<file path="src/bstp_regs.vh">
// Constants for the boundary-scan test port
// Overview of operation
// - Test-select low gives shared pins test roles and holds the device non-operational.
// - Pins 0..4 carry test clock, mode, data in, data out, test reset.
// - Port follows 2001 boundary-scan; IDCODE BYPASS EXTEST SAMPLE PRELOAD HIGHZ CLAMP.
// - Identification instruction shifts a fixed identification code out of the data path.
`ifndef BSTP_REGS_VH
`define BSTP_REGS_VH

// ----------------------------------------------------------------------
// Instruction register
// ----------------------------------------------------------------------
`define BSTP_IR_W 4
`define BSTP_IR_CAPTURE 4'h1
`define BSTP_OP_EXTEST 4'h0
`define BSTP_OP_SAMPLE 4'h1
`define BSTP_OP_PRELOAD 4'h2
`define BSTP_OP_IDCODE 4'h3
`define BSTP_OP_HIGHZ 4'h4
`define BSTP_OP_CLAMP 4'h5
`define BSTP_OP_BYPASS 4'hf

// ----------------------------------------------------------------------
// Shared pin positions
// ----------------------------------------------------------------------
`define BSTP_PIN_TCK 0
`define BSTP_PIN_TMS 1
`define BSTP_PIN_TDI 2
`define BSTP_PIN_TDO 3
`define BSTP_PIN_TRST 4

// ----------------------------------------------------------------------
// Identification code (value arbitrary, bit 0 set as required)
// ----------------------------------------------------------------------
`define BSTP_IDCODE_RST 32'h0a5c_3001

`endif

</file>
<file path="src/bstp_cell.v">
// One boundary-scan register bit with capture, shift and update stages
`timescale 1ns/100ps
module bstp_cell
(
   // Clock and resets
   input wire clk_sys,
   input wire nrst,
   input wire tap_rst,
   // Stage strobes, each one clock wide
   input wire capture_en,
   input wire shift_en,
   input wire update_en,
   // Data
   input wire cap_val,
   input wire ser_in,
   output reg ser_out,
   output reg upd_out
);

   // Shift stage
   always @(posedge clk_sys or negedge nrst)
   begin
      if (!nrst)
         ser_out <= 1'b0;
      else if (capture_en)
         ser_out <= cap_val;
      else if (shift_en)
         ser_out <= ser_in;
   end

   // Update stage, cleared by test reset
   always @(posedge clk_sys or negedge nrst)
   begin
      if (!nrst)
         upd_out <= 1'b0;
      else if (tap_rst)
         upd_out <= 1'b0;
      else if (update_en)
         upd_out <= ser_out;
   end

endmodule // bstp_cell

</file>
<file path="src/bstp_top.v">
// Boundary-scan test access port with shared GPIO pins and scan cells
`timescale 1ns/100ps
`include "bstp_regs.vh"
module bstp_top
#(
   parameter NUM_PINS = 8,
   parameter [31:0] IDCODE = `BSTP_IDCODE_RST
)
(
   // Clock and reset
   input wire clk_sys,
   input wire nrst,
   // Mode pin
   input wire test_select_n,
   // Shared pads, five GPIO pins
   input wire [4:0] gpio_pad_in,
   output reg [4:0] gpio_pad_out,
   output reg [4:0] gpio_pad_oe,
   // Core side of the shared GPIO pins
   input wire [4:0] core_gpio_out,
   input wire [4:0] core_gpio_oe,
   output reg [4:0] core_gpio_in,
   // Scanned device pins, pad side
   input wire [NUM_PINS-1:0] pin_in,
   output reg [NUM_PINS-1:0] pin_out,
   output reg [NUM_PINS-1:0] pin_oe,
   // Scanned device pins, core side
   input wire [NUM_PINS-1:0] core_pin_out,
   input wire [NUM_PINS-1:0] core_pin_oe,
   output reg [NUM_PINS-1:0] core_pin_in,
   // Device operational enable
   output reg core_run
);

   // ----------------------------------------------------------------------
   // TAP states
   // ----------------------------------------------------------------------
   localparam S_TLR = 4'h0, S_RTI = 4'h1, S_SEL_DR = 4'h2, S_CAP_DR = 4'h3;
   localparam S_SH_DR = 4'h4, S_EX1_DR = 4'h5, S_PAU_DR = 4'h6, S_EX2_DR = 4'h7;
   localparam S_UPD_DR = 4'h8, S_SEL_IR = 4'h9, S_CAP_IR = 4'ha, S_SH_IR = 4'hb;
   localparam S_EX1_IR = 4'hc, S_PAU_IR = 4'hd, S_EX2_IR = 4'he, S_UPD_IR = 4'hf;
   localparam NC = 2 * NUM_PINS;

   reg [4:0] pad_s1_r, pad_s2_r;
   reg [NUM_PINS-1:0] pin_s1_r, pin_s2_r;
   reg tsel_s1_r, tsel_s2_r, tck_d_r, bypass_r, tdo_r, tdo_en_r;
   reg [3:0] state_r, state_nxt;
   reg [`BSTP_IR_W-1:0] ir_sh_r, ir_r;
   reg [31:0] id_r;
   wire tck_rise, tck_fall, tap_rst, tms, tdi, dr_out;
   wire sel_bsc, sel_id, drive_bsc, hiz, cap_bsc, sh_bsc, upd_bsc;
   wire [NC-1:0] cap_vec, chain, upd_vec;

   // ----------------------------------------------------------------------
   // Input synchronisers
   // ----------------------------------------------------------------------
   // Two stages for every pad and the mode pin
   always @(posedge clk_sys or negedge nrst)
   begin
      if (!nrst)
      begin
         pad_s1_r <= 5'h00;
         pad_s2_r <= 5'h00;
         pin_s1_r <= {NUM_PINS{1'b0}};
         pin_s2_r <= {NUM_PINS{1'b0}};
         tsel_s1_r <= 1'b1;
         tsel_s2_r <= 1'b1;
         tck_d_r <= 1'b0;
      end
      else
      begin
         pad_s1_r <= gpio_pad_in;
         pad_s2_r <= pad_s1_r;
         pin_s1_r <= pin_in;
         pin_s2_r <= pin_s1_r;
         tsel_s1_r <= test_select_n;
         tsel_s2_r <= tsel_s1_r;
         tck_d_r <= pad_s2_r[`BSTP_PIN_TCK];
      end
   end

   // Test clock edges and serial inputs
   assign tck_rise = pad_s2_r[`BSTP_PIN_TCK] & ~tck_d_r;
   assign tck_fall = ~pad_s2_r[`BSTP_PIN_TCK] & tck_d_r;
   assign tms = pad_s2_r[`BSTP_PIN_TMS];
   assign tdi = pad_s2_r[`BSTP_PIN_TDI];
   // Port held in reset outside test mode or on test reset low
   assign tap_rst = tsel_s2_r | ~pad_s2_r[`BSTP_PIN_TRST];

   // ----------------------------------------------------------------------
   // TAP state machine
   // ----------------------------------------------------------------------
   // Next state from mode select
   always @*
   begin
      case (state_r)
         S_TLR: state_nxt = tms ? S_TLR : S_RTI;
         S_RTI: state_nxt = tms ? S_SEL_DR : S_RTI;
         S_SEL_DR: state_nxt = tms ? S_SEL_IR : S_CAP_DR;
         S_CAP_DR: state_nxt = tms ? S_EX1_DR : S_SH_DR;
         S_SH_DR: state_nxt = tms ? S_EX1_DR : S_SH_DR;
         S_EX1_DR: state_nxt = tms ? S_UPD_DR : S_PAU_DR;
         S_PAU_DR: state_nxt = tms ? S_EX2_DR : S_PAU_DR;
         S_EX2_DR: state_nxt = tms ? S_UPD_DR : S_SH_DR;
         S_UPD_DR: state_nxt = tms ? S_SEL_DR : S_RTI;
         S_SEL_IR: state_nxt = tms ? S_TLR : S_CAP_IR;
         S_CAP_IR: state_nxt = tms ? S_EX1_IR : S_SH_IR;
         S_SH_IR: state_nxt = tms ? S_EX1_IR : S_SH_IR;
         S_EX1_IR: state_nxt = tms ? S_UPD_IR : S_PAU_IR;
         S_PAU_IR: state_nxt = tms ? S_EX2_IR : S_PAU_IR;
         S_EX2_IR: state_nxt = tms ? S_UPD_IR : S_SH_IR;
         S_UPD_IR: state_nxt = tms ? S_SEL_DR : S_RTI;
         default: state_nxt = S_TLR;
      endcase
   end

   // State register, advances on test clock rise
   always @(posedge clk_sys or negedge nrst)
   begin
      if (!nrst)
         state_r <= S_TLR;
      else if (tap_rst)
         state_r <= S_TLR;
      else if (tck_rise)
         state_r <= state_nxt;
   end

   // ----------------------------------------------------------------------
   // Instruction register
   // ----------------------------------------------------------------------
   // Capture and shift on rise, update on fall
   always @(posedge clk_sys or negedge nrst)
   begin
      if (!nrst)
      begin
         ir_sh_r <= `BSTP_IR_CAPTURE;
         ir_r <= `BSTP_OP_IDCODE;
      end
      else if (tap_rst || state_r == S_TLR)
      begin
         ir_sh_r <= `BSTP_IR_CAPTURE;
         ir_r <= `BSTP_OP_IDCODE;
      end
      else
      begin
         if (tck_rise && state_r == S_CAP_IR)
            ir_sh_r <= `BSTP_IR_CAPTURE;
         else if (tck_rise && state_r == S_SH_IR)
            ir_sh_r <= {tdi, ir_sh_r[`BSTP_IR_W-1:1]};
         if (tck_fall && state_r == S_UPD_IR)
            ir_r <= ir_sh_r;
      end
   end

   // Instruction decode, unknown codes act as bypass
   assign sel_bsc = (ir_r == `BSTP_OP_EXTEST) | (ir_r == `BSTP_OP_SAMPLE) |
                    (ir_r == `BSTP_OP_PRELOAD);
   assign sel_id = (ir_r == `BSTP_OP_IDCODE);
   assign drive_bsc = (ir_r == `BSTP_OP_EXTEST) | (ir_r == `BSTP_OP_CLAMP);
   assign hiz = (ir_r == `BSTP_OP_HIGHZ);

   // ----------------------------------------------------------------------
   // Identification and bypass registers
   // ----------------------------------------------------------------------
   always @(posedge clk_sys or negedge nrst)
   begin
      if (!nrst)
      begin
         id_r <= 32'h0000_0000;
         bypass_r <= 1'b0;
      end
      else if (tck_rise && state_r == S_CAP_DR)
      begin
         id_r <= IDCODE;
         bypass_r <= 1'b0;
      end
      else if (tck_rise && state_r == S_SH_DR)
      begin
         id_r <= {tdi, id_r[31:1]};
         bypass_r <= tdi;
      end
   end

   // ----------------------------------------------------------------------
   // Boundary-scan cells: even index is enable, odd is data
   // ----------------------------------------------------------------------
   assign cap_bsc = tck_rise & (state_r == S_CAP_DR) & sel_bsc;
   assign sh_bsc = tck_rise & (state_r == S_SH_DR) & sel_bsc;
   assign upd_bsc = tck_fall & (state_r == S_UPD_DR) & sel_bsc;

   genvar gi;
   generate
      for (gi = 0; gi < NUM_PINS; gi = gi + 1)
      begin : g_cap
         assign cap_vec[2*gi] = core_pin_oe[gi];
         assign cap_vec[2*gi+1] = pin_s2_r[gi];
      end
      for (gi = 0; gi < NC; gi = gi + 1)
      begin : g_cell
         bstp_cell u_cell
         (
            .clk_sys(clk_sys), .nrst(nrst), .tap_rst(tap_rst),
            .capture_en(cap_bsc), .shift_en(sh_bsc), .update_en(upd_bsc),
            .cap_val(cap_vec[gi]), .ser_in((gi == NC - 1) ? tdi : chain[(gi + 1) % NC]),
            .ser_out(chain[gi]), .upd_out(upd_vec[gi])
         );
      end
   endgenerate

   // Serial output select for the data path
   assign dr_out = sel_id ? id_r[0] :
                   (sel_bsc ? chain[0] : bypass_r);

   // Test data out changes on test clock fall, driven only while shifting
   always @(posedge clk_sys or negedge nrst)
   begin
      if (!nrst)
      begin
         tdo_r <= 1'b0;
         tdo_en_r <= 1'b0;
      end
      else if (tap_rst)
      begin
         tdo_r <= 1'b0;
         tdo_en_r <= 1'b0;
      end
      else if (tck_fall)
      begin
         tdo_r <= (state_r == S_SH_IR) ? ir_sh_r[0] : dr_out;
         tdo_en_r <= (state_r == S_SH_IR) | (state_r == S_SH_DR);
      end
   end

   // ----------------------------------------------------------------------
   // Pad and core multiplexing
   // ----------------------------------------------------------------------
   // Shared GPIO pins, test roles while test-select is low
   always @(posedge clk_sys or negedge nrst)
   begin
      if (!nrst)
      begin
         gpio_pad_out <= 5'h00;
         gpio_pad_oe <= 5'h00;
         core_gpio_in <= 5'h00;
         core_run <= 1'b0;
      end
      else if (!tsel_s2_r)
      begin
         gpio_pad_out <= 5'h00;
         gpio_pad_out[`BSTP_PIN_TDO] <= tdo_r;
         gpio_pad_oe <= 5'h00;
         gpio_pad_oe[`BSTP_PIN_TDO] <= tdo_en_r;
         core_gpio_in <= 5'h00;
         core_run <= 1'b0;
      end
      else
      begin
         gpio_pad_out <= core_gpio_out;
         gpio_pad_oe <= core_gpio_oe;
         core_gpio_in <= pad_s2_r;
         core_run <= 1'b1;
      end
   end

   // Scanned pins: cells drive on EXTEST or CLAMP, HIGHZ floats them
   generate
      for (gi = 0; gi < NUM_PINS; gi = gi + 1)
      begin : g_pin
         always @(posedge clk_sys or negedge nrst)
         begin
            if (!nrst)
            begin
               pin_out[gi] <= 1'b0;
               pin_oe[gi] <= 1'b0;
               core_pin_in[gi] <= 1'b0;
            end
            else if (!tsel_s2_r && (drive_bsc || hiz))
            begin
               pin_out[gi] <= upd_vec[2*gi+1] & ~hiz;
               pin_oe[gi] <= upd_vec[2*gi] & ~hiz;
               core_pin_in[gi] <= 1'b0;
            end
            else
            begin
               pin_out[gi] <= core_pin_out[gi];
               pin_oe[gi] <= core_pin_oe[gi];
               core_pin_in[gi] <= tsel_s2_r & pin_s2_r[gi];
            end
         end
      end
   endgenerate

endmodule // bstp_top

</file>
<file path="config.mk">
export PLATFORM = sky130hd
export DESIGN_NAME = bstp_top
export DESIGN_NICKNAME = d
export VERILOG_FILES = /design/src/bstp_cell.v /design/src/bstp_top.v
export VERILOG_INCLUDE_DIRS = /design/src
export SDC_FILE = /design/constraint.sdc
export NUM_CORES = 1
export LEC_CHECK = 0
export BUFFER_PORTS_ARGS = -buffer_cell sky130_fd_sc_hd__clkbuf_2
export CAP_MARGIN = 10
export CORE_MARGIN = 2
export CORE_UTILIZATION = 56
export CTS_CLUSTER_DIAMETER = 30
export DETAILED_ROUTE_END_ITERATION = 12
export GPL_ROUTABILITY_DRIVEN = 0
export PLACE_DENSITY = 0.75
export SLEW_MARGIN = 40
export SYNTH_ARGS = -nofsm -noshare
export SYNTH_HDL_FRONTEND = slang
export SYNTH_SLANG_ARGS = --single-unit
</file>
<file path="constraint.sdc">
create_clock -name clk_sys -period 2.2 [get_ports clk_sys]
set_input_delay 0.22 -clock clk_sys [delete_from_list [all_inputs] [get_ports clk_sys]]
set_output_delay 0.22 -clock clk_sys [all_outputs]
set_load 0.01 [all_outputs]
</file>
# After elaboration in Yosys (flattened, before gate mapping)
# Index checks and enable logic that the tools add are counted.
# W data, S select, Z words.
[op_classes]
reduce_logical = 21
n_mux = 123
n_bitwise = 41
n_eq_ne = 20
[ops]
columns = ["cell", "count"]
rows = [
  ["$mux W1", 101],
  ["$mux W32", 2],
  ["$pmux W4 S12", 1],
  ["$mux W4", 11],
  ["$and A1 B1 Y1", 32],
  ["$eq A4 B4 Y1 const B", 8],
  ["$eq A4 B3 Y1 const B", 6],
  ["$eq A4 B2 Y1 const B", 4],
  ["$mux W5", 3],
  ["$reduce_bool A2 Y1", 6],
  ["$eq A4 B1 Y1 const B", 2],
  ["$logic_not A4 Y1", 2],
  ["$logic_and A1 B1 Y1", 6],
  ["$mux W2", 3],
  ["$mux W3", 2],
  ["$or A1 B1 Y1", 5],
  ["$not A1 Y1", 4],
  ["$reduce_or A2 Y1", 2],
  ["$reduce_bool A3 Y1", 1],
  ["$reduce_or A3 Y1", 1],
  ["$logic_or A1 B1 Y1", 2],
  ["$logic_not A1 Y1", 1],
]
[totals]
input_bits = 42
out_inout_bits = 40
ff_bits = 148

# Depth between registers and ports, before layout
# Gate-level depths: netlist of run 1.
[depth]
ltp_word = 8
mapped_depth = 8
mapped_depth_nobuf = 4

# Cells and area by module
# Synthesis of run 1 repeated with hierarchy kept, for this count alone.
[unflattened]
cells_unflattened = 473
hier_area_um2 = 5622.9
[modules_own_cells]
columns = ["mod", "area_each_um2", "seq_area_each_um2", "cells_per_inst", "n_inst"]
rows = [
  ["bstp_top", 4301.6, 2884.0, 361, 1],
  ["bstp_cell", 82.6, 50.0, 7, 16],
]

# Least setup slack after synthesis of run 1
# Ideal clock, no wire load.
[synth_timing]
path_kind = "reg-to-reg"
start = "register state_r[0]"
end = "register g_cell[10].u_cell.ser_out"
stages_incl_launch_ff = 5
t_required_ns = 2.070
setup_ns = 0.130
slack_ns = 0.453
arrival_ns = 1.617
path_cell_list = "dfrtp_1 or3b_4 a2111oi_4 buf_2 a31oi_1"
[synth_between]
elab_chain_cells = 4
word_cells_on_any_way = 8
classes_between = "2 x eq/ne; 1 x mux; 4 x bitwise; 1 x reduce/logical"
[synth_rtl]
columns = ["element", "line", "text"]
rows = [
  ["start: declaration", "bstp_top.v:47", "reg [3:0] state_r, state_nxt;"],
  ["start signal: assignment", "bstp_top.v:125", "state_r <= state_nxt;"],
  ["$eq A4 B2 Y1 or $eq A4 B3 Y1 (tied branches)", "bstp_top.v:187, bstp_top.v:188", ""],
  ["$and A1 B1 Y1 (on tied branches) (2 in a row)", "bstp_top.v:187, bstp_top.v:188", ""],
  ["$mux W1 or $reduce_bool A2 Y1 (tied branches)", "-", ""],
  ["end signal: assignment", "bstp_cell.v:26", "ser_out <= cap_val;"],
  ["end signal: assignment", "bstp_cell.v:28", "ser_out <= ser_in;"],
  ["end: declaration", "bstp_cell.v:16", "output reg ser_out,"],
]
# Parallel ways exist; a longest one is shown, timed or not.
# A chain may end at the register's enable or synchronous reset.

# Worst setup path in the final report of run 1
[layout_timing]
start = "register state_r[2]"
end = "register g_cell[4].u_cell.ser_out"
[layout_between]
elab_chain_cells = 4
word_cells_on_any_way = 8
classes_between = "2 x eq/ne; 1 x mux; 4 x bitwise; 1 x reduce/logical"
[layout_rtl]
columns = ["element", "line"]
rows = [
  ["$eq A4 B2 Y1 or $eq A4 B3 Y1 (tied branches)", "bstp_top.v:187, bstp_top.v:188"],
  ["$and A1 B1 Y1 (on tied branches) (2 in a row)", "bstp_top.v:187, bstp_top.v:188"],
  ["$mux W1 or $reduce_bool A2 Y1 (tied branches)", "-"],
  ["end signal: assignment", "bstp_cell.v:26"],
  ["end signal: assignment", "bstp_cell.v:28"],
  ["end: declaration", "bstp_cell.v:16"],
]
# Parallel ways exist; a longest one is shown, timed or not.

==> reports/qor.csv, run 1 <==
stage,metric,value,unit
run_status,status,finished clean,
finish,final antenna diode count,0,
timing,highest achievable clock rate,0.521,GHz
logic_synthesis,post-synthesis sequential element count,147,
clocking,Bufs on Longest Clock Path,2,
worst_setup_path,critical path data arrival time,2350,ps
logic_synthesis,number of enable flip-flop cells after synthesis,0,
worst_setup_path,category of the critical setup timing path,flip-flop to flip-flop,
worst_setup_path,CP cell instances,"or3b_4, a2111oi_4, buf_4, nor2_1, a31oi_1",
placed_design,number of instances in the placed design,692,
logic_synthesis,number of cells produced by synthesis,492,
logic_synthesis,Synth Net Count,534,
die,Die Span Y,104,um
drt,Routed Antenna Nets,0,
worst_setup_path,sum of buffers and inverters on the critical path,1,
finish,post-layout net count,661,
run,number of maximum-capacitance constraint violations,0,
drt,drt initial violations,328,
die,core area,9730,um^2
finish,area used by multi-input combinational logic,1740,um^2
logic_synthesis,Yosys top cell area share,63.6,%
worst_setup_path,CP max stage delay,440,ps
clocking,CTS Root Cell,sky130_fd_sc_hd__clkbuf_8,
logic_synthesis,main area contributors after synthesis,"sky130_fd_sc_hd__dfrtp_1, sky130_fd_sc_hd__nand2_1, sky130_fd_sc_hd__a22o_1, sky130_fd_sc_hd__o21ai_0, sky130_fd_sc_hd__nor2_1",
clocking,number of clock sinks seen by CTS,147,
clocking,insertion delay to the later sink of the worst-skew pair,510,ps
logic_synthesis,Async SR Flop Fraction,100,%
grt,largest net degree at the start of global routing,65,
clocking,number of levels in the clock H-tree,4,
die,full die area,10800,um^2
drt,DRC,0,
worst_setup_path,Critical Path Start Type,flip-flop,
drt,drt pass-1 iters,5,
drt,final routed wirelength across all metal layers,11800,um
grt,wire length of the first global-routing pass,20000,um
timing,Worst-Margin Slew,744,ps
grt,initial antenna violation count,0,
worst_setup_path,worst-path cell with the longest stage delay,sky130_fd_sc_hd__dfrtp_1,
grt,GR Util All Layers,23.3,%
logic_synthesis,sequential fraction of the synthesis area,66.0,%
finish,layout filler cell count,650,
logic_synthesis,synthesized area,5590,um^2
clocking,clock slew seen by the registers of the worst setup and hold paths,60,ps
clocking,clock tree from TritonCTS,done,
die,io pins,82,
finish,share of final-layout standard cells stronger than drive strength 1,23.0,%
logic_synthesis,Yosys warning total,0,
drt,Wirelength per Cell,15.4,um
logic_synthesis,distinct cell type count of the synthesized netlist,41,
grt,number of global-route vias before repair,3965,
timing,number of max-slew violations in the final report,0,
die,number of rows created at floorplan,36,
timing,final hold viol count,0,
timing,sum of negative setup slack,0,ps
timing,worst-case clock skew,7.71,ps
grt,remaining global-route overflow,0,
timing,setup repair after global routing missed its margin,false,
placed_design,final HPWL from detailed placement,7080,um
power,worst vdd rail ir drop,0.537,mV
finish,Area growth syn-to-layout,28.3,%
timing,headroom to the max-slew limit,50.4,%
worst_setup_path,highest fanout seen on the critical path,32,
timing,clock period minus worst slack,1920,ps
timing,share of the clock period used by the worst path after layout,87.3,%
logic_synthesis,leading area contributor after synthesis,sky130_fd_sc_hd__dfrtp_1,
logic_synthesis,most instantiated cells after synthesis,"sky130_fd_sc_hd__dfrtp_1, sky130_fd_sc_hd__nand2_1, sky130_fd_sc_hd__nor2_1, sky130_fd_sc_hd__o21ai_0, sky130_fd_sc_hd__a22o_1",
hold_path,worst hold-check path type,input pin to async pin,
logic_synthesis,most common flop cell mapped by yosys,sky130_fd_sc_hd__dfrtp_1,
clocking,number of buffers inserted during clock tree synthesis,17,
power,Static Leak,3.30,nW
worst_setup_path,capturing element type of the critical path,flip-flop,
drt,routed vias,4084,
worst_setup_path,family of cells with the greatest summed delay on the critical path,simple AND/OR/NAND/NOR gates,
finish,number of cells in the finished layout apart from fillers,764,
clocking,"Setup Fix Bufs, Post-CTS",0,
finish,register cell area after layout,3680,um^2
logic_synthesis,top-count cell post-synth,sky130_fd_sc_hd__dfrtp_1,
die,Chip Width,104,um
power,power density cells,838,nW/um^2
placed_design,Buffers on Ports,81,
drt,via-per-instance ratio,5.35,
timing,setup violation total in the final timing report,0,
worst_setup_path,Crit path required time,2630,ps
die,starting density of the core,57.4,%
logic_synthesis,post-synthesis area per instance,11.4,um^2
[layout make-up]
cell class,count,area share (%)
Sequential cell,147,51.4
Inverter,3,0.157
Clock inverter,14,2.44
Clock buffer,17,5.78
Tap cell,133,2.32
Multi-Input combinational cell,309,24.2
Timing Repair Buffer,141,13.6
[per-stage QoR]
step	hold WS [ps]	setup slack [ps]	instance area, um^2	power, mW	util [%]
3_3_place_gp	209	222	6160	3.11	63.3
4_1_cts	237	297	7170	6.05	73.7
6_report	225	279	7170	6.00	73.7
3_5_place_dp	211	368	6170	3.12	63.4
2_1_floorplan	-75.6	453	5590	2.95	-
5_1_grt	267	181	7170	6.20	73.7
[per-layer routing]
layer	global-route usage (%)	vias up	wire length (um)	share of wire, %
li1	-	1940	-	-
met1	33.4	1979	5260	45
met2	35.6	144	5660	48
met3	5.89	21	622	5.3
met4	7.14	0	217	1.8
met5	0	-	0	0
[flip-flops by register name (all words and copies together) (netlist names), 4 cells and up]
name	flops
g_cell.u_cell.upd_out	16
pin_s2_r	8
id_r	31
g_cell.u_cell.ser_out	16
state_r	4
gpio_pad_oe	5
ir_sh_r	4
pad_s2_r	5
pin_oe	8
pin_s1_r	8
gpio_pad_out	5
ir_r	4
pin_out	8
core_pin_in	8
core_gpio_in	5
pad_s1_r	5
[timing repair]
item,4_1_cts,5_1_grt
resized for setup,0,0
hold buffers,41,0
endpoints found under the hold margin,98,0
setup endpoints to repair,0,0
[worst register-to-register path, stage by stage, from the launching register on]
cell,delay [ps]
sky130_fd_sc_hd__dfrtp_1,440
sky130_fd_sc_hd__or3b_4,430
sky130_fd_sc_hd__a2111oi_4,350
sky130_fd_sc_hd__buf_4,340
sky130_fd_sc_hd__nor2_1,110
sky130_fd_sc_hd__a31oi_1,170
[cell families after synthesis]
family                 count (synthesis)  synth area share, %
AND/OR/NAND/NOR                      178                 14.3
XOR/XNOR                               1                0.157
AO/OA/AOI/OAI                        118                 14.4
buffers and inverters                 36                 3.00
multiplexers                          12                 2.22
flip-flops                           147                 66.0
[cells in the final DEF, fill, tap and decap left out, types with 2 or more instances in the layout]
cell type,Yosys,final
sky130_fd_sc_hd__a211o_1,4,4
sky130_fd_sc_hd__a21oi_1,14,13
sky130_fd_sc_hd__a22o_1,32,32
sky130_fd_sc_hd__a31oi_1,18,18
sky130_fd_sc_hd__and2_1,22,22
sky130_fd_sc_hd__buf_4,1,18
sky130_fd_sc_hd__bufinv_16,0,3
sky130_fd_sc_hd__clkbuf_16,0,16
sky130_fd_sc_hd__clkbuf_2,2,80
sky130_fd_sc_hd__clkinv_2,0,3
sky130_fd_sc_hd__clkinv_4,0,3
sky130_fd_sc_hd__dfrtp_1,142,142
sky130_fd_sc_hd__dfstp_2,5,5
sky130_fd_sc_hd__dlygate4sd3_1,0,41
sky130_fd_sc_hd__inv_1,3,3
sky130_fd_sc_hd__inv_6,0,5
sky130_fd_sc_hd__mux2_2,3,3
sky130_fd_sc_hd__mux2i_1,9,9
sky130_fd_sc_hd__nand2_1,95,95
sky130_fd_sc_hd__nand2b_1,4,4
sky130_fd_sc_hd__nor2_1,38,38
sky130_fd_sc_hd__nor2b_1,7,7
sky130_fd_sc_hd__nor3_1,3,3
sky130_fd_sc_hd__nor3_2,2,2
sky130_fd_sc_hd__o211ai_1,2,2
sky130_fd_sc_hd__o21ai_0,38,38
[worst paths after layout]
| check | startpoint | endpoint | slack [ps] | cells past startpoint |
|---|---|---|---|---|
| min | nrst | core_run$_DFF_PN0_ | 230 | 2 |
| max in group asynchronous | nrst | id_r[23]$_DFFE_PN0P_ | 1280 | 3 |
| max reg2reg | state_r[2]$_DFFE_PN0P_ | g_cell[4].u_cell.ser_out$_DFFE_PN0P_ | 280 | 5 |
| min reg2reg | pad_s1_r[1]$_DFF_PN0_ | pad_s2_r[1]$_DFF_PN0_ | 350 | 0 |
| max | state_r[2]$_DFFE_PN0P_ | g_cell[4].u_cell.ser_out$_DFFE_PN0P_ | 280 | 5 |
| min in group clk_sys | pad_s1_r[1]$_DFF_PN0_ | pad_s2_r[1]$_DFF_PN0_ | 350 | 0 |
[where the power goes]
part | switching (mW) | internal, mW | total [mW]
Sequential | 0.0325 | 2.77 | 2.81
Combinational | 0.168 | 0.152 | 0.320
Clock | 1.14 | 1.74 | 2.88
Note: power is estimated with default switching activity, not from simulation.
==> run 2: changes to the inputs <==
--- a/config.mk
+++ b/config.mk
@@ -9,11 +9,12 @@
 export BUFFER_PORTS_ARGS = -buffer_cell sky130_fd_sc_hd__clkbuf_2
 export CAP_MARGIN = 10
 export CORE_MARGIN = 2
-export CORE_UTILIZATION = 56
+export CORE_UTILIZATION = 50
 export CTS_CLUSTER_DIAMETER = 30
+export CTS_CLUSTER_SIZE = 24
 export DETAILED_ROUTE_END_ITERATION = 12
 export GPL_ROUTABILITY_DRIVEN = 0
-export PLACE_DENSITY = 0.75
+export PLACE_DENSITY = 0.68
 export SLEW_MARGIN = 40
 export SYNTH_ARGS = -nofsm -noshare
 export SYNTH_HDL_FRONTEND = slang
==> run 2 against run 1 <==
Setup slack improved by 48 ps. Utilization down 7.6 points. Via count fell by 2.0%. Critical path depth unchanged. Power about the same. Clock power about the same. First-iteration DRC count unchanged. Maximum frequency increased by 2.6%. Critical path type unchanged.
==> reports/qor.csv, run 2 (synthesized netlist as in run 1, its figures left out) <==
stage,metric,value,unit,change
placed_design,number of instances in the placed design,701,,was 692
run_status,status,finished clean,,unchanged
hold_path,worst hold-check path type,input pin to async pin,,unchanged
run,number of maximum-capacitance constraint violations,0,,unchanged
worst_setup_path,CP cell instances,"buf_4, nand4bb_1, or3_1, nand2_1, a31oi_1",,"was or3b_4, a2111oi_4, buf_4, nor2_1, a31oi_1"
timing,Worst-Margin Slew,681,ps,was 744 ps
drt,via-per-instance ratio,5.17,,was 5.35
timing,highest achievable clock rate,0.534,GHz,was 0.521 GHz
finish,number of flip-flops under the largest register name,31,,unchanged
power,Net Sw Frac,21.7,%,was 22.3%
power,NetSw,1.30,mW,was 1.34 mW
die,Chip Width,110,um,was 104 um
finish,final antenna diode count,0,,unchanged
grt,initial antenna violation count,0,,unchanged
power,worst vdd rail ir drop,0.616,mV,was 0.537 mV
worst_setup_path,CP max stage delay,660,ps,was 440 ps
power,combinational cell fraction of total power,5.3,%,about the same
grt,number of global-route vias before repair,3845,,"was 3,965"
clocking,insertion delay to the later sink of the worst-skew pair,520,ps,was 510 ps
worst_setup_path,worst-path cell with the longest stage delay,sky130_fd_sc_hd__or3_1,,was sky130_fd_sc_hd__dfrtp_1
drt,Wirelength per Cell,15.0,um,was 15.4 um
timing,setup slack after layout,327,ps,was 279 ps
worst_setup_path,Crit path required time,2590,ps,was 2630 ps
finish,"commonest non-fill, non-tap cell in the layout",sky130_fd_sc_hd__dfrtp_1,,unchanged
drt,DRC,0,,unchanged
power,power density cells,834,nW/um^2,was 838 nW/um^2
drt,final routed wirelength across all metal layers,11600,um,"was 11,800 um"
finish,register with the most flip-flops,id_r,,unchanged
timing,setup repair after global routing missed its margin,false,,unchanged
finish,post-layout net count,663,,was 661
timing,worst-case clock skew,5.67,ps,was 7.71 ps
finish,number of cells in the finished layout apart from fillers,774,,was 764
finish,leading registers by flop count,"id_r x31, g_cell.u_cell.ser_out x16, g_cell.u_cell.upd_out x16",,unchanged
clocking,clock slew seen by the registers of the worst setup and hold paths,60,ps,about the same
die,core area,10900,um^2,was 9730 um^2
drt,drt pass-1 iters,5,,unchanged
worst_setup_path,category of the critical setup timing path,flip-flop to flip-flop,,unchanged
finish,Finished Core Util,66.1,%,was 73.7%
grt,largest net degree at the start of global routing,65,,unchanged
die,number of rows created at floorplan,38,,was 36
die,full die area,12000,um^2,"was 10,800 um^2"
clocking,"Setup Fix Bufs, Post-CTS",0,,unchanged
worst_setup_path,critical path depth in cells,5,,unchanged
finish,Area growth syn-to-layout,28.7,%,was 28.3%
worst_setup_path,highest fanout seen on the critical path,16,,was 32
die,io pins,82,,unchanged
power,Clk pwr share,47.8,%,was 47.9%
placed_design,final HPWL from detailed placement,7290,um,was 7080 um
power,Int Power,4.69,mW,was 4.66 mW
timing,final hold viol count,0,,unchanged
finish,share of final-layout standard cells stronger than drive strength 1,22.9,%,was 23.0%
grt,remaining global-route overflow,0,,unchanged
timing,setup violation total in the final timing report,0,,unchanged
worst_setup_path,sum of buffers and inverters on the critical path,1,,unchanged
drt,routed vias,4002,,"was 4,084"
finish,"commonest non-fill, non-tap cells in the layout","sky130_fd_sc_hd__dfrtp_1, sky130_fd_sc_hd__nand2_1, sky130_fd_sc_hd__clkbuf_2",,unchanged
placed_design,Buffers on Ports,81,,unchanged
power,share of power burned in registers,46.8,%,about the same
drt,drt initial violations,328,,unchanged
clocking,CTS Root Cell,sky130_fd_sc_hd__clkbuf_8,,unchanged
clocking,number of levels in the clock H-tree,4,,unchanged
worst_setup_path,capturing element type of the critical path,flip-flop,,unchanged
clocking,clock tree from TritonCTS,done,,unchanged
timing,headroom to the max-slew limit,54.6,%,was 50.4%
timing,clock period minus worst slack,1870,ps,was 1920 ps
placed_design,Post-DP Area,6190,um^2,was 6170 um^2
worst_setup_path,Critical Path Start Type,flip-flop,,unchanged
die,Die Span Y,110,um,was 104 um
clocking,Bufs on Longest Clock Path,2,,unchanged
grt,wire length of the first global-routing pass,18800,um,"was 20,000 um"
finish,post-route cell area,7190,um^2,was 7170 um^2
die,starting density of the core,51.3,%,was 57.4%
drt,Routed Antenna Nets,0,,unchanged
clocking,number of resized instances in the post-cts repair step,0,,unchanged
timing,share of the clock period used by the worst path after layout,85.1,%,was 87.3%
worst_setup_path,family of cells with the greatest summed delay on the critical path,simple AND/OR/NAND/NOR gates,,unchanged
timing,sum of negative setup slack,0,ps,unchanged
clocking,number of clock sinks seen by CTS,147,,unchanged
worst_setup_path,critical path data arrival time,2260,ps,was 2350 ps
grt,GR Util All Layers,20.7,%,was 23.3%
worst_setup_path,depth of the worst register-to-register path,5,,unchanged
power,Static Leak,3.29,nW,was 3.30 nW
timing,number of max-slew violations in the final report,0,,unchanged
placed_design,Worst Setup Slack post-DPL,349,ps,was 368 ps
clocking,number of buffers inserted during clock tree synthesis,17,,unchanged
-- run 2: changes by cell type in the layout (fill, tap and decap cells not counted) --
cell                         change
sky130_fd_sc_hd__clkbuf_1        +3
sky130_fd_sc_hd__clkinvlp_4      +4
sky130_fd_sc_hd__clkinv_2        -2
sky130_fd_sc_hd__clkinv_4        -2
sky130_fd_sc_hd__buf_4           +2
sky130_fd_sc_hd__clkbuf_8        +1
sky130_fd_sc_hd__inv_6           -3
-- run 2: final timing paths --
| path | start | slack, ps | end |
|---|---|---|---|
| max in group asynchronous | nrst | 1310 | id_r[6]$_DFFE_PN0P_ |
| hold / removal | nrst | 240 | core_run$_DFF_PN0_ |
| min in group clk_sys | gpio_pad_in[1] | 340 | pad_s1_r[1]$_DFF_PN0_ |
| setup reg to reg | state_r[1]$_DFFE_PN0P_ | 330 | g_cell[6].u_cell.ser_out$_DFFE_PN0P_ |
| hold reg to reg | pin_s1_r[5]$_DFF_PN0_ | 350 | pin_s2_r[5]$_DFF_PN0_ |
| setup / recovery | state_r[1]$_DFFE_PN0P_ | 330 | g_cell[6].u_cell.ser_out$_DFFE_PN0P_ |
-- run 2: layout make-up --
type	count	area (um^2)
inverter	3	11.3
multi-input combinational	309	1740
sequential	147	3680
clock buffer	21	439
fill	808	3700
clock inverter	11	151
timing repair buffer	143	992
tap	140	175
-- run 2: metal layers --
layer / GRT usage (%) / up-vias / wire length, um
met4: 7.41 / 0 / 195
met2: 32.8 / 124 / 5560
met5: 0 / - / 0
li1: - / 1941 / -
met1: 27.6 / 1918 / 5290
met3: 5.63 / 19 / 571
-- run 2: metrics by stage --
stage                     hold slack (ps)  total power, mW
after global routing                  277             6.22
final                                 235             6.00
after global placement                231             3.12
after CTS                             252             6.04
after detailed placement              235             3.12
after floorplan                     -75.6             2.95
-- run 2: worst register-to-register path, delay by kind of cell (launching register included) --
| kind | cells | cell delay [ps] |
|---|---|---|
| flip-flops | 1 | 350 |
| AND/OR/NAND/NOR | 3 | 1100 |
| buffers and inverters | 1 | 200 |
| AO/OA/AOI/OAI | 1 | 90 |
-- run 2: what timing repair did --
action	in CTS	in global routing
hold buffers	41	0
setup endpoints to repair	0	0
hold endpoints to repair	99	0
-- run 2: power groups by stage --
stage / Combinational (mW) / Sequential (mW) / Clock (mW)
6_report: 0.321 / 2.81 / 2.87
5_1_grt: 0.358 / 2.82 / 3.05
4_1_cts: 0.324 / 2.81 / 2.91
3_5_place_dp: 0.265 / 2.86 / 0
3_3_place_gp: 0.260 / 2.86 / 0
2_1_floorplan: 0.0848 / 2.87 / 0
==> run 3: changes to the inputs <==
--- a/config.mk
+++ b/config.mk
@@ -8,7 +8,6 @@
 export LEC_CHECK = 0
 export BUFFER_PORTS_ARGS = -buffer_cell sky130_fd_sc_hd__clkbuf_2
 export CAP_MARGIN = 10
-export CORE_MARGIN = 2
 export CORE_UTILIZATION = 50
 export CTS_CLUSTER_DIAMETER = 30
 export CTS_CLUSTER_SIZE = 24
==> constraint.sdc (replaced) <==
create_clock -name clk_sys -period 2.2 [get_ports clk_sys]
set_input_delay 0.22 -clock clk_sys [delete_from_list [all_inputs] [get_ports clk_sys]]
set_output_delay 0.22 -clock clk_sys [all_outputs]
set_load 0.02 [all_outputs]
==> run 3 against run 2 <==
Die area decreased by 3.6%. Largest cell class unchanged. Critical path type unchanged. Combinational power increased by 11%. Largest power group is now sequential cells. Sequential share of layout area increased by 0.14 points. Global-route usage increased by 1.1 points.
==> reports/qor.csv, run 3 (synthesized netlist as in run 1, its figures left out) <==
stage,metric,value,unit,change
power,Static Leak,3.28,nW,was 3.29 nW
power,worst vdd rail ir drop,0.499,mV,was 0.616 mV
timing,highest achievable clock rate,0.501,GHz,was 0.534 GHz
drt,final routed wirelength across all metal layers,11600,um,about the same
die,Die Span Y,108,um,was 110 um
grt,remaining global-route overflow,0,,unchanged
finish,"commonest non-fill, non-tap cell in the layout",sky130_fd_sc_hd__dfrtp_1,,unchanged
clocking,number of levels in the clock H-tree,4,,unchanged
clocking,number of clock sinks seen by CTS,147,,unchanged
die,starting density of the core,51.5,%,was 51.3%
worst_setup_path,timing startpoint of the critical path,state_r[2]$_DFFE_PN0P_,,was state_r[1]$_DFFE_PN0P_
timing,setup repair after global routing missed its margin,false,,unchanged
worst_setup_path,highest fanout seen on the critical path,32,,was 16
power,power density cells,819,nW/um^2,was 834 nW/um^2
worst_setup_path,critical path data arrival time,2430,ps,was 2260 ps
worst_setup_path,worst-path cell with the longest stage delay,sky130_fd_sc_hd__dfrtp_1,,was sky130_fd_sc_hd__or3_1
timing,final hold viol count,0,,unchanged
worst_setup_path,Worst R2R End,g_cell[7].u_cell.ser_out$_DFFE_PN0P_,,was g_cell[6].u_cell.ser_out$_DFFE_PN0P_
clocking,Bufs on Longest Clock Path,2,,unchanged
clocking,clock tree from TritonCTS,done,,unchanged
clocking,"Setup Fix Bufs, Post-CTS",0,,unchanged
drt,routed vias,3947,,"was 4,002"
clocking,number of buffers inserted during clock tree synthesis,17,,unchanged
drt,drt initial violations,303,,was 328
timing,share of the clock period used by the worst path after layout,90.7,%,was 85.1%
grt,initial antenna violation count,0,,unchanged
clocking,insertion delay to the later sink of the worst-skew pair,520,ps,about the same
finish,Area growth syn-to-layout,28.4,%,was 28.7%
finish,post-route cell area,7170,um^2,was 7190 um^2
worst_setup_path,sum of buffers and inverters on the critical path,1,,unchanged
worst_setup_path,depth of the worst register-to-register path,5,,unchanged
drt,DRC,0,,unchanged
grt,GR Util All Layers,21.8,%,was 20.7%
timing,clock period minus worst slack,2000,ps,was 1870 ps
finish,register with the most flip-flops,id_r,,unchanged
timing,number of max-slew violations in the final report,0,,unchanged
finish,number of flip-flops under the largest register name,31,,unchanged
drt,Wirelength per Cell,15.0,um,about the same
die,number of rows created at floorplan,38,,unchanged
worst_setup_path,CP cell instances,"or3b_4, a2111oi_4, buf_4, nor2_1, a31oi_1",,"was buf_4, nand4bb_1, or3_1, nand2_1, a31oi_1"
worst_setup_path,CP max stage delay,510,ps,was 660 ps
placed_design,Buffers on Ports,81,,unchanged
worst_setup_path,family of cells with the greatest summed delay on the critical path,simple AND/OR/NAND/NOR gates,,unchanged
timing,worst-case clock skew,9.74,ps,was 5.67 ps
placed_design,Post-DP Area,6200,um^2,was 6190 um^2
worst_setup_path,capturing element type of the critical path,flip-flop,,unchanged
worst_setup_path,Crit path required time,2630,ps,was 2590 ps
die,Chip Width,108,um,was 110 um
worst_setup_path,Critical R2R Launch,state_r[2]$_DFFE_PN0P_,,was state_r[1]$_DFFE_PN0P_
clocking,count of hold buffers inserted by post-cts repair,41,,unchanged
die,core area,10800,um^2,"was 10,900 um^2"
worst_setup_path,Critical Path Start Type,flip-flop,,unchanged
finish,"commonest non-fill, non-tap cells in the layout","sky130_fd_sc_hd__dfrtp_1, sky130_fd_sc_hd__nand2_1, sky130_fd_sc_hd__clkbuf_2",,unchanged
clocking,clock slew seen by the registers of the worst setup and hold paths,60,ps,about the same
run,number of maximum-capacitance constraint violations,0,,unchanged
timing,sum of negative setup slack,0,ps,unchanged
grt,wire length of the first global-routing pass,19100,um,"was 18,800 um"
clocking,CTS Root Cell,sky130_fd_sc_hd__clkbuf_8,,unchanged
timing,headroom to the max-slew limit,54.2,%,was 54.6%
grt,number of global-route vias before repair,3907,,"was 3,845"
power,overall power of the completed layout,5.87,mW,was 6.00 mW
die,io pins,82,,unchanged
finish,share of final-layout standard cells stronger than drive strength 1,23.1,%,was 22.9%
finish,post-layout net count,662,,was 663
timing,setup violation total in the final timing report,0,,unchanged
die,full die area,11600,um^2,"was 12,000 um^2"
worst_setup_path,category of the critical setup timing path,flip-flop to flip-flop,,unchanged
placed_design,final HPWL from detailed placement,7470,um,was 7290 um
drt,Routed Antenna Nets,0,,unchanged
drt,via-per-instance ratio,5.11,,was 5.17
worst_setup_path,reg-to-reg setup timing slack,200,ps,was 330 ps
finish,leading registers by flop count,"id_r x31, g_cell.u_cell.ser_out x16, g_cell.u_cell.upd_out x16",,unchanged
clocking,number of resized instances in the post-cts repair step,0,,unchanged
drt,drt pass-1 iters,5,,unchanged
timing,Worst-Margin Slew,687,ps,was 681 ps
finish,Finished Core Util,66.2,%,was 66.1%
grt,largest net degree at the start of global routing,65,,unchanged
worst_setup_path,critical path depth in cells,5,,unchanged
finish,final antenna diode count,0,,unchanged
hold_path,worst hold-check path type,input pin to async pin,,unchanged
run_status,status,finished clean,,unchanged
[run 3: worst max-delay path by stage]
stage	endpoint	slack [ps]
final	g_cell[7].u_cell.ser_out$_DFFE_PN0P_	200
after global routing	g_cell[4].u_cell.ser_out$_DFFE_PN0P_	30
after CTS	g_cell[15].u_cell.ser_out$_DFFE_PN0P_	210
after detailed placement	g_cell[11].u_cell.ser_out$_DFFE_PN0P_	230
after global placement	g_cell[11].u_cell.upd_out$_DFFE_PN0P_	210
after floorplan	g_cell[10].u_cell.ser_out$_DFFE_PN0P_	450
[run 3: final cells by class]
type	instances	area [um^2]
well taps	140	175
multi-input cells	309	1740
clock buffers	20	445
fillers	833	3670
repair buffers	142	997
flip-flops and latches	147	3680
inverters	3	11.3
clock inverters	12	120
[run 3: routing by layer]
metal / GRT usage [%] / part of all wire, % / vias to the layer above
met2: 34.5 / 48 / 100
li1: - / - / 1936
met1: 29.4 / 47 / 1909
met4: 8.51 / 0.32 / 0
met5: 0 / 0 / -
met3: 4.90 / 4.2 / 2
[run 3: through the flow]
step	setup WS, ps	cells	hold WS [ps]
3_5_place_dp	234	700	203
6_report	204	773	216
2_1_floorplan	453	492	-75.6
5_1_grt	34.1	773	248
4_1_cts	207	773	221
3_3_place_gp	209	700	200
[run 3: power by group]
group	leakage [nW]	internal [mW]	switching (mW)	total, mW
logic	1.15	0.155	0.201	0.356
clock network	0.262	1.58	1.13	2.71
registers	1.87	2.77	0.0314	2.81
